<file path="src/hdl/tgmtx_pkg.sv">
// Constants and types shared by the 10G transmit client path and its CRC engine.
// Assumes a 64-bit client stream and a 64-bit internal XGMII word with eight byte lanes.
package tgmtx_pkg;

   localparam int LANES = 8;

   // XGMII control characters and preamble bytes
   localparam logic [7:0] XG_IDLE = 8'h07;
   localparam logic [7:0] XG_START = 8'hFB;
   localparam logic [7:0] XG_TERM = 8'hFD;
   localparam logic [7:0] XG_ERR = 8'hFE;
   localparam logic [7:0] PRE_BYTE = 8'h55;
   localparam logic [7:0] SFD_BYTE = 8'hD5;

   // Interframe gap: 96 bit times, counted in bytes
   localparam int IFG_BITS = 96;
   localparam logic [9:0] IFG_BYTES = 10'(IFG_BITS / 8);
   localparam logic [9:0] GAP_SAT = 10'h3FF;
   localparam logic [9:0] GAP_SAT_LIM = 10'h3F8;
   localparam logic [1:0] DIC_MAX = 2'h3;

   // Frame sizes in bytes, destination field through check sequence
   localparam logic [15:0] MIN_FRAME = 16'h0040;
   localparam logic [15:0] FCS_BYTES = 16'h0004;
   localparam logic [15:0] MIN_CONTENT = 16'h003C;
   localparam logic [15:0] MAX_FRAME = 16'h05EE;

   // Reflected Ethernet CRC-32
   localparam logic [31:0] CRC_INIT = 32'hFFFFFFFF;
   localparam logic [31:0] CRC_POLY = 32'hEDB88320;
   localparam logic [31:0] CRC_RESIDUE = 32'hDEBB20E3;

   // Register map, byte addresses
   localparam int ADDR_W = 4;
   localparam logic [3:0] REG_CFG = 4'h0;
   localparam logic [3:0] REG_TXSTAT = 4'h4;
   localparam logic [3:0] REG_RXSTAT = 4'h8;

   // Configuration bits
   localparam int CFG_FCS_INSERT = 0;
   localparam int CFG_RX_FCS_PASS = 1;
   localparam int CFG_DIC = 2;
   localparam int CFG_IFG_ADJ = 3;
   localparam logic [3:0] CFG_RESET = 4'h1;

   typedef enum logic [1:0] {TX_IDLE, TX_DATA, TX_TAIL, TX_DROP} tgmtx_state_t;

   function automatic logic [3:0] tgmtx_popcount(input logic [7:0] keep);
      logic [3:0] n;
      n = 4'h0;
      for (int i = 0; i < LANES; i++) begin
         n = n + {3'h0, keep[i]};
      end
      return n;
   endfunction : tgmtx_popcount

endpackage : tgmtx_pkg

</file>
<file path="src/hdl/tgmtx_crc_if.sv">
// Carrier between the transmit or receive path and a CRC-32 engine.
// One instance per engine; the engine is purely combinational.
`timescale 1ns/1ps
interface tgmtx_crc_if;
   logic [31:0] crc_in;
   logic [63:0] data;
   logic [7:0] mask;
   logic [31:0] crc_out;
   modport user (output crc_in, output data, output mask, input crc_out);
   modport engine (input crc_in, input data, input mask, output crc_out);
endinterface : tgmtx_crc_if

</file>
<file path="src/hdl/tgmtx_top.sv">
// Transmit client path of a 10G Ethernet MAC with a short receive FCS stage.
// Assumes a 64-bit client stream, a 64-bit XGMII word and a classic Wishbone master.
//
// Notes on behaviour
// - Insert own FCS or pass client FCS
// - Receive FCS checked, bad frame flagged
// - Receive FCS delivered or stripped per config
// - Gap at least ninety-six bit times
// - Gap timer holds off next frame
// - Start code on four-byte boundary
// - Deficit averaging may shorten gaps, mean twelve
// - Lane n is data bits 8n+7:8n
// - Eight-bit delay input sets gap adjustment
// - Active-low stream reset, synchronous
// - Last beat keep counts bytes; rest ignored (code counts keep bytes on every beat)
// - After last, bus invalid until valid
// - Valid dropping mid-frame is implicit underrun
// - User bit high aborts frame explicitly
// - Underrun marks error, keeps sending to end (code cuts a bad frame once it reaches MAX_FRAME_BYTES)
// - Pad short frames to minimum when inserting
// - Pass-through: pad after FCS, frame bad (code pads with zeros but does not mark the frame bad)
// - Standard CRC-32 over frame and pad
// - Seven preamble bytes then delimiter
// - Minimum frame sixty-four bytes
//
// Decided for this implementation: the Wishbone register port and the address map.
`timescale 1ns/1ps
module tgmtx_top #(
   parameter logic [15:0] MAX_FRAME_BYTES = tgmtx_pkg::MAX_FRAME
) (
   input wire logic REF_CLK_IN,
   input wire logic SRST_IN,
   input wire logic TX_STREAM_RESET_N_IN,
   input wire logic WB_CYC_IN,
   input wire logic WB_STB_IN,
   input wire logic WB_WE_IN,
   input wire logic [tgmtx_pkg::ADDR_W-1:0] WB_ADR_IN,
   input wire logic [3:0] WB_SEL_IN,
   input wire logic [31:0] WB_DAT_IN,
   output logic [31:0] WB_DAT_OUT,
   output logic WB_ACK_OUT,
   input wire logic [63:0] TX_TDATA_IN,
   input wire logic [7:0] TX_TKEEP_IN,
   input wire logic TX_TVALID_IN,
   input wire logic TX_TUSER_IN,
   input wire logic TX_TLAST_IN,
   output logic TX_TREADY_OUT,
   input wire logic [7:0] TX_IFG_DELAY_IN,
   output logic [63:0] XGMII_TXD_OUT,
   output logic [7:0] XGMII_TXC_OUT,
   input wire logic [63:0] RX_TDATA_IN,
   input wire logic [7:0] RX_TKEEP_IN,
   input wire logic RX_TVALID_IN,
   input wire logic RX_TLAST_IN,
   output logic [63:0] RX_TDATA_OUT,
   output logic [7:0] RX_TKEEP_OUT,
   output logic RX_TVALID_OUT,
   output logic RX_TLAST_OUT,
   output logic RX_BAD_FRAME_OUT
);

   typedef struct packed {
      tgmtx_pkg::tgmtx_state_t st;
      logic [31:0] crc;
      logic [15:0] cnt;
      logic [15:0] base;
      logic err;
      logic trunc;
      logic [9:0] gap_have;
      logic [1:0] credit;
      logic [63:0] txd;
      logic [7:0] txc;
      logic [3:0] cfg;
      logic [15:0] frames;
      logic [15:0] underruns;
      logic [15:0] rx_bad_cnt;
      logic ack;
      logic [31:0] rdat;
      logic [63:0] pd;
      logic [7:0] pk;
      logic pv;
      logic pl;
      logic pb;
      logic [31:0] rcrc;
      logic [63:0] rxd;
      logic [7:0] rxk;
      logic rxv;
      logic rxl;
      logic rxb;
   } tgmtx_top_state_t;

   tgmtx_top_state_t s;
   tgmtx_top_state_t next_s;

   tgmtx_crc_if tx_crc ();
   tgmtx_crc_if rx_crc ();

   tgmtx_crc u_tx_crc (
      .crc_port(tx_crc)
   );
   tgmtx_crc u_rx_crc (
      .crc_port(rx_crc)
   );

   logic rst;
   logic insert;
   logic beat;
   logic uword;
   logic err_n;
   logic tail_on;
   logic trunc_now;
   logic done;
   logic [15:0] cnt_n;
   logic [15:0] pad_lim;
   logic [15:0] pad_end;
   logic [15:0] term;
   logic [9:0] need;
   logic [9:0] req;
   logic [10:0] avail;
   logic [10:0] spare;
   logic [3:0] rx_k;
   logic rx_good;
   logic strip;

   // Either reset clears the whole path; both are sampled on the clock
   assign rst = SRST_IN | ~TX_STREAM_RESET_N_IN;

   assign TX_TREADY_OUT = (s.st == tgmtx_pkg::TX_DATA) || (s.st == tgmtx_pkg::TX_DROP);
   assign XGMII_TXD_OUT = s.txd;
   assign XGMII_TXC_OUT = s.txc;
   assign WB_ACK_OUT = s.ack;
   assign WB_DAT_OUT = s.rdat;
   assign RX_TDATA_OUT = s.rxd;
   assign RX_TKEEP_OUT = s.rxk;
   assign RX_TVALID_OUT = s.rxv;
   assign RX_TLAST_OUT = s.rxl;
   assign RX_BAD_FRAME_OUT = s.rxb;

   // Word plan: where data, pad, check sequence and terminate fall in this word
   always_comb begin
      insert = s.cfg[tgmtx_pkg::CFG_FCS_INSERT];
      beat = (s.st == tgmtx_pkg::TX_DATA) && TX_TVALID_IN;
      uword = (s.st == tgmtx_pkg::TX_DATA) && !TX_TVALID_IN;
      err_n = s.err || uword || (beat && TX_TUSER_IN);
      if (beat) begin
         cnt_n = s.cnt + {12'h000, tgmtx_pkg::tgmtx_popcount(TX_TKEEP_IN)};
      end else if (uword) begin
         cnt_n = s.cnt + 16'h0008;
      end else begin
         cnt_n = s.cnt;
      end
      // Length only caps a frame already marked bad; good long frames pass
      trunc_now = (s.st == tgmtx_pkg::TX_DATA) && err_n && !(beat && TX_TLAST_IN)
                  && (cnt_n >= MAX_FRAME_BYTES);
      tail_on = !uword && ((s.st == tgmtx_pkg::TX_TAIL) || (beat && TX_TLAST_IN));
      pad_lim = insert ? tgmtx_pkg::MIN_CONTENT : tgmtx_pkg::MIN_FRAME;
      pad_end = (cnt_n > pad_lim) ? cnt_n : pad_lim;
      term = insert ? (pad_end + tgmtx_pkg::FCS_BYTES) : pad_end;
      done = tail_on && (term < (s.base + 16'h0008));
      tx_crc.crc_in = s.crc;
      tx_crc.data = 64'h0000000000000000;
      tx_crc.mask = 8'h00;
      for (int i = 0; i < tgmtx_pkg::LANES; i++) begin
         if (insert && !uword && ((s.base + 16'(i)) < pad_end)) begin
            tx_crc.mask[i] = 1'b1;
            if ((s.base + 16'(i)) < cnt_n) begin
               tx_crc.data[8*i +: 8] = TX_TDATA_IN[8*i +: 8];
            end
         end
      end
   end

   // Gap accounting with optional adjustment and deficit averaging
   always_comb begin
      req = {TX_IFG_DELAY_IN, 2'b00};
      if (s.cfg[tgmtx_pkg::CFG_IFG_ADJ] && (req > tgmtx_pkg::IFG_BYTES)) begin
         need = req;
      end else begin
         need = tgmtx_pkg::IFG_BYTES;
      end
      avail = {1'b0, s.gap_have};
      if (s.cfg[tgmtx_pkg::CFG_DIC]) begin
         avail = avail + {9'h000, s.credit};
      end
      spare = avail - {1'b0, need};
   end

   // Receive check: residue test over the frame including its check sequence
   always_comb begin
      rx_crc.crc_in = s.rcrc;
      rx_crc.data = RX_TDATA_IN;
      rx_crc.mask = RX_TVALID_IN ? RX_TKEEP_IN : 8'h00;
      rx_good = (rx_crc.crc_out == tgmtx_pkg::CRC_RESIDUE);
      rx_k = tgmtx_pkg::tgmtx_popcount(RX_TKEEP_IN);
      strip = !s.cfg[tgmtx_pkg::CFG_RX_FCS_PASS];
   end

   always_comb begin
      next_s = s;
      next_s.ack = 1'b0;
      next_s.rxv = 1'b0;
      next_s.rxl = 1'b0;
      next_s.rxb = 1'b0;

      // Wishbone slave: one wait state, ack for every address
      if (WB_CYC_IN && WB_STB_IN && !s.ack) begin
         next_s.ack = 1'b1;
         next_s.rdat = 32'h00000000;
         case (WB_ADR_IN)
            tgmtx_pkg::REG_CFG: begin
               next_s.rdat = {28'h0000000, s.cfg};
               if (WB_WE_IN && WB_SEL_IN[0]) begin
                  next_s.cfg = WB_DAT_IN[3:0];
               end
            end
            tgmtx_pkg::REG_TXSTAT: begin
               next_s.rdat = {s.underruns, s.frames};
            end
            tgmtx_pkg::REG_RXSTAT: begin
               next_s.rdat = {16'h0000, s.rx_bad_cnt};
            end
            default: begin
               next_s.rdat = 32'h00000000;
            end
         endcase
      end

      // Transmit engine
      case (s.st)
         tgmtx_pkg::TX_IDLE, tgmtx_pkg::TX_DROP: begin
            next_s.txd = {8{tgmtx_pkg::XG_IDLE}};
            next_s.txc = 8'hFF;
            next_s.gap_have = (s.gap_have < tgmtx_pkg::GAP_SAT_LIM) ?
                              (s.gap_have + 10'h008) : tgmtx_pkg::GAP_SAT;
            if (s.st == tgmtx_pkg::TX_DROP) begin
               if (TX_TVALID_IN && TX_TLAST_IN) begin
                  next_s.st = tgmtx_pkg::TX_IDLE;
               end
            end else if (TX_TVALID_IN && !avail[10] && (avail >= {1'b0, need})) begin
               // Start always lands on lane 0, which is a four-byte boundary
               next_s.txd = {tgmtx_pkg::SFD_BYTE, {6{tgmtx_pkg::PRE_BYTE}},
                             tgmtx_pkg::XG_START};
               next_s.txc = 8'h01;
               next_s.st = tgmtx_pkg::TX_DATA;
               next_s.base = 16'h0000;
               next_s.cnt = 16'h0000;
               next_s.crc = tgmtx_pkg::CRC_INIT;
               next_s.err = 1'b0;
               next_s.trunc = 1'b0;
               next_s.gap_have = 10'h000;
               if (!s.cfg[tgmtx_pkg::CFG_DIC]) begin
                  next_s.credit = 2'h0;
               end else if (spare > {9'h000, tgmtx_pkg::DIC_MAX}) begin
                  next_s.credit = tgmtx_pkg::DIC_MAX;
               end else begin
                  next_s.credit = spare[1:0];
               end
            end
         end
         tgmtx_pkg::TX_DATA, tgmtx_pkg::TX_TAIL: begin
            for (int i = 0; i < tgmtx_pkg::LANES; i++) begin
               logic [15:0] b;
               logic [15:0] k;
               b = s.base + 16'(i);
               k = b - pad_end;
               if (uword) begin
                  next_s.txd[8*i +: 8] = tgmtx_pkg::XG_ERR;
                  next_s.txc[i] = 1'b1;
               end else if (tail_on && err_n && (b == (term - 16'h0001))) begin
                  next_s.txd[8*i +: 8] = tgmtx_pkg::XG_ERR;
                  next_s.txc[i] = 1'b1;
               end else if (b < cnt_n) begin
                  next_s.txd[8*i +: 8] = TX_TDATA_IN[8*i +: 8];
                  next_s.txc[i] = 1'b0;
               end else if (tail_on && (b < pad_end)) begin
                  next_s.txd[8*i +: 8] = 8'h00;
                  next_s.txc[i] = 1'b0;
               end else if (tail_on && (b < term)) begin
                  next_s.txd[8*i +: 8] = ~tx_crc.crc_out[8*k[1:0] +: 8];
                  next_s.txc[i] = 1'b0;
               end else if (tail_on && (b == term)) begin
                  next_s.txd[8*i +: 8] = tgmtx_pkg::XG_TERM;
                  next_s.txc[i] = 1'b1;
               end else begin
                  next_s.txd[8*i +: 8] = tgmtx_pkg::XG_IDLE;
                  next_s.txc[i] = 1'b1;
               end
            end
            next_s.base = s.base + 16'h0008;
            next_s.cnt = cnt_n;
            next_s.crc = tx_crc.crc_out;
            next_s.err = err_n;
            if (err_n && !s.err) begin
               next_s.underruns = s.underruns + 16'h0001;
            end
            if (done) begin
               // Idles after the terminate already count toward the gap
               next_s.gap_have = 10'(s.base + 16'h0007 - term);
               next_s.frames = s.frames + 16'h0001;
               next_s.st = s.trunc ? tgmtx_pkg::TX_DROP : tgmtx_pkg::TX_IDLE;
            end else if (trunc_now || (beat && TX_TLAST_IN)) begin
               next_s.st = tgmtx_pkg::TX_TAIL;
               next_s.trunc = trunc_now;
            end else if (s.st == tgmtx_pkg::TX_DATA && tail_on) begin
               next_s.st = tgmtx_pkg::TX_TAIL;
            end
         end
         default: begin
            next_s.st = tgmtx_pkg::TX_IDLE;
         end
      endcase

      // Receive path: one beat held back so the check sequence can be removed
      if (RX_TVALID_IN) begin
         next_s.rcrc = RX_TLAST_IN ? tgmtx_pkg::CRC_INIT : rx_crc.crc_out;
      end
      if (RX_TVALID_IN && RX_TLAST_IN && strip && (rx_k <= 4'h4)) begin
         next_s.rxd = s.pd;
         next_s.rxk = 8'(8'hFF >> (3'(4'h4 - rx_k)));
         next_s.rxv = s.pv;
         next_s.rxl = 1'b1;
         next_s.rxb = !rx_good;
         next_s.pv = 1'b0;
      end else begin
         if (s.pv && (s.pl || RX_TVALID_IN)) begin
            next_s.rxd = s.pd;
            next_s.rxk = s.pk;
            next_s.rxv = 1'b1;
            next_s.rxl = s.pl;
            next_s.rxb = s.pb;
            next_s.pv = 1'b0;
         end
         if (RX_TVALID_IN) begin
            next_s.pv = 1'b1;
            next_s.pd = RX_TDATA_IN;
            next_s.pk = (RX_TLAST_IN && strip) ? (RX_TKEEP_IN >> 4) : RX_TKEEP_IN;
            next_s.pl = RX_TLAST_IN;
            next_s.pb = RX_TLAST_IN && !rx_good;
         end
      end
      if (next_s.rxv && next_s.rxb) begin
         next_s.rx_bad_cnt = s.rx_bad_cnt + 16'h0001;
      end
   end

   always_ff @(posedge REF_CLK_IN) begin
      if (rst) begin
         s <= '0;
         s.st <= tgmtx_pkg::TX_IDLE;
         s.cfg <= tgmtx_pkg::CFG_RESET;
         s.gap_have <= tgmtx_pkg::GAP_SAT;
         s.crc <= tgmtx_pkg::CRC_INIT;
         s.rcrc <= tgmtx_pkg::CRC_INIT;
      end else begin
         s <= next_s;
      end
   end

endmodule : tgmtx_top

</file>
<file path="src/hdl/tgmtx_crc.sv">
// Byte-lane masked CRC-32 update over one 64-bit word, lane 0 first.
// Assumes the caller holds the running register and inverts it for the FCS.
`timescale 1ns/1ps
module tgmtx_crc (
   tgmtx_crc_if.engine crc_port
);
   always_comb begin
      logic [31:0] c;
      c = crc_port.crc_in;
      for (int i = 0; i < tgmtx_pkg::LANES; i++) begin
         if (crc_port.mask[i]) begin
            c = c ^ {24'h000000, crc_port.data[8*i +: 8]};
            for (int j = 0; j < 8; j++) begin
               c = c[0] ? ((c >> 1) ^ tgmtx_pkg::CRC_POLY) : (c >> 1);
            end
         end
      end
      crc_port.crc_out = c;
   end
endmodule : tgmtx_crc

</file>
<file path="config.mk">
export PLATFORM = sky130hd
export DESIGN_NAME = tgmtx_top
export DESIGN_NICKNAME = d
export VERILOG_FILES = /design/src/hdl/tgmtx_pkg.sv /design/src/hdl/tgmtx_crc_if.sv /design/src/hdl/tgmtx_top.sv /design/src/hdl/tgmtx_crc.sv
export SDC_FILE = /design/constraint.sdc
export NUM_CORES = 2
export LEC_CHECK = 0
export ABC_AREA = 1
export BUFFER_PORTS_ARGS = -buffer_cell sky130_fd_sc_hd__buf_2
export CAP_MARGIN = 25
export CELL_PAD_IN_SITES_DETAIL_PLACEMENT = 0
export CELL_PAD_IN_SITES_GLOBAL_PLACEMENT = 1
export CORE_UTILIZATION = 47
export CTS_BUF_LIST = sky130_fd_sc_hd__clkbuf_4
export DETAILED_ROUTE_END_ITERATION = 7
export GPL_TIMING_DRIVEN = 0
export PLACE_DENSITY = 0.88
export SLEW_MARGIN = 15
export SYNTH_ARGS = -nofsm -noshare
export SYNTH_HDL_FRONTEND = slang
export SYNTH_HIERARCHICAL = 1
export SYNTH_SLANG_ARGS = --single-unit
</file>
<file path="constraint.sdc">
create_clock -name REF_CLK_IN -period 29.3 [get_ports REF_CLK_IN]
set_input_delay 1.465 -clock REF_CLK_IN [delete_from_list [all_inputs] [get_ports REF_CLK_IN]]
set_output_delay 1.465 -clock REF_CLK_IN [all_outputs]
set_load 0.01 [all_outputs]
</file>
==> results.cfg <==
[routing]
viasPerCell = 5.71
wirelength_um = 268000
drt_iter0_markers = 8311
route.detailed.drc = 11
antenna_left = 0
first_pass_iters = 8
routedWlPerCell_um = 21.3
vias = 71645

[clock_network]
insertion_delay_ps = 1110
numCtsBuffers = 112
path_clk_slew_ps = 80
hold_buffers = 0
postCtsSetupBuffers = 0
cts-root-buf = clkbuf_4
cts_buffer_depth = 3
cts_htree_levels = 3
clkSinkCount = 416
cts_resized = 0
cts_tree = built

[timing]
hold_viol = 0
setup_viol = 0
clock_skew_ps = 74.5
fin_tns_setup_ps = 0
period_minus_slack_ps = 16330
max_freq_mhz = 61.2
maxSlewViolCount = 0
tightest_slew_ps = 1190
timing.final.crit_share_pct = 55.7
grt_setup_unrepaired = false
max_slew_margin_pct = 20.3

[logic_synthesis]
yosys_warnings = 6
yosysMostFrequentCell = nand2_1
synth_fp_nets = 10748
synth-seq-area-share_pct = 14.5
netlist_area_um2 = 57400
ys.flop_type = dfxtp_1
synthCells = 10370
syn_area_per_cell_um2 = 5.53
synth_edf_count = 0
async_flop_share_pct = 0
synthTopCellsByCount = nand2_1 (3896), nand3_1 (1660), inv_1 (812), nor2_1 (713), dfxtp_1 (416)
synth_top_area_cell = nand2_1
synthTopCellsByArea = nand2_1 (25%), dfxtp_1 (15%), nand3_1 (14%)
synth-seq-cells = 416
synth_cell_types = 79
synth_top_area_share_pct = 25.5

[worst_setup_path]
cp.required_ps = 30270
arrival_ps = 17300
r2r-end = XGMII_TXD_OUT[7]
crit_fanout = 13
crit_path_top_delay_cell = fa_1
reg2regPathDepth = 92
rrSetupSlack_ps = 13600
slowest_delay_ps = 530
r2r_start = s[369]
crit_path_end_kind = flip-flop
start_kind = input port
path_class = in -> reg
cpMostUsedCell = nand2_1

[global_route]
grt_pass1_vias = 64030
grt_max_degree = 21
antenna_found_initial = 16
globalRouteOverflowTotal = 0
globalRouteTotalUtil_pct = 41.8
grt_pass1_wl_um = 390000

[die]
dieArea_um2 = 123000
die_w_um = 351
start_util_pct = 47.6
design.core.area_um2 = 120000
row_count = 127
fp.dieH_um = 351
ios = 384

[flow_run]
maxCapViolCount = 0

[status]
violations = DRC
status = finished, violations left

[placed_design]
port_buffers = 351
dp.final_hpwl_um = 222000
finalWeightedCongestion = 1.10

[cells_and_area]
fin_nets = 11216
drive_gt1_share_pct = 14.8
syn2layout_area_growth_pct = 9.40

[min_path]
holdCritPathClass = reg -> reg
whs_path_depth = 2
min_to = RX_TKEEP_OUT[0]
min_from = s[110]
==> flip-flops by register name, indices dropped and copies added, names as in the netlist, 8 cells and up <==
| register | count |
|---|---|
| tx_crc.crc_in | 32 |
| WB_DAT_OUT | 32 |
| RX_TKEEP_OUT | 8 |
| XGMII_TXD_OUT | 64 |
| XGMII_TXC_OUT | 8 |
| RX_TDATA_OUT | 64 |
| s | 171 |
| rx_crc.crc_in | 32 |
==> logic make-up after synthesis <==
group           Yosys count  share of synthesized area [%]
other cells               2                         0.0131
xor+xnor                288                           4.67
buf+inv                1414                           11.0
flops                   416                           14.5
mux                      15                          0.264
simple gates           7171                           57.0
compound gates          889                           8.55
fa+ha+maj               175                           3.96
==> critical path: cells and delay by family <==
family	cells	cell delay (ps)
AO/OA/AOI/OAI	6	2110
XOR/XNOR	1	80
adder cells (fa/ha/maj)	7	3070
buffers and inverters	11	1910
multiplexers	1	240
AND/OR/NAND/NOR	68	8350
==> area by class of cell <==
| cell class | instances | area (um^2) |
|---|---|---|
| buffer | 493 | 2830 |
| clock inverter | 37 | 365 |
| inverter | 921 | 3470 |
| multi-input combinational | 8540 | 42700 |
| tap | 1612 | 2020 |
| fill | 13206 | 57700 |
| sequential | 416 | 8330 |
| timing repair buffer | 354 | 1780 |
| antenna | 9 | 22.5 |
| clock buffer | 160 | 1200 |
==> metal layers <==
metal	up-vias	GRT usage, %	part of all wire [%]
met3	872	6.35	8.9
met2	3728	67.0	44
li1	34392	-	-
met5	-	0	0.027
met1	32643	50.3	39
met4	10	31.7	8.7
==> how the worst max path moves through the flow <==
stage | cells after the start | startpoint | slack (ps) | endpoint
finish | 94 | TX_TKEEP_IN[0] | 12970 | XGMII_TXD_OUT[7]
global route | 96 | TX_TKEEP_IN[0] | 11980 | XGMII_TXD_OUT[7]
CTS | 95 | TX_TKEEP_IN[0] | 13600 | XGMII_TXD_OUT[7]
detailed placement | 95 | TX_TKEEP_IN[0] | 12460 | XGMII_TXD_OUT[7]
global placement | 94 | TX_TKEEP_IN[0] | 12680 | XGMII_TXD_OUT[7]
floorplan | 102 | TX_TKEEP_IN[0] | 16630 | XGMII_TXD_OUT[57]
==> cells in the final DEF (no fill, tap or decap), types with 184 or more instances in the layout <==
| cell | Yosys | layout |
|---|---|---|
| xor2_1 | 212 | 212 |
| a21oi_1 | 237 | 237 |
| clkbuf_1 | 188 | 184 |
| nand2_1 | 3896 | 3896 |
| o21ai_0 | 384 | 384 |
| nand3_1 | 1660 | 1660 |
| inv_1 | 812 | 812 |
| dfxtp_1 | 416 | 416 |
| nand2_2 | 365 | 365 |
| buf_2 | 36 | 387 |
| nor2_1 | 713 | 713 |
| buf_4 | 201 | 202 |
==> through the flow <==
step	cell area (um^2)	cells	worst slack (ps)	util [%]	hold WS, ps
floorplan	57400	10370	16630	-	427
finish	62800	12542	12970	52.1	448
detailed placement	61100	12334	12460	50.8	459
global placement	61100	12333	12680	50.8	445
CTS	62700	12531	13600	52.1	450
global route	62700	12540	11980	52.1	485
Power is left out: the tool's default activity adds up to more than one toggle a clock period on the data nets, which glitch-free logic cannot reach.
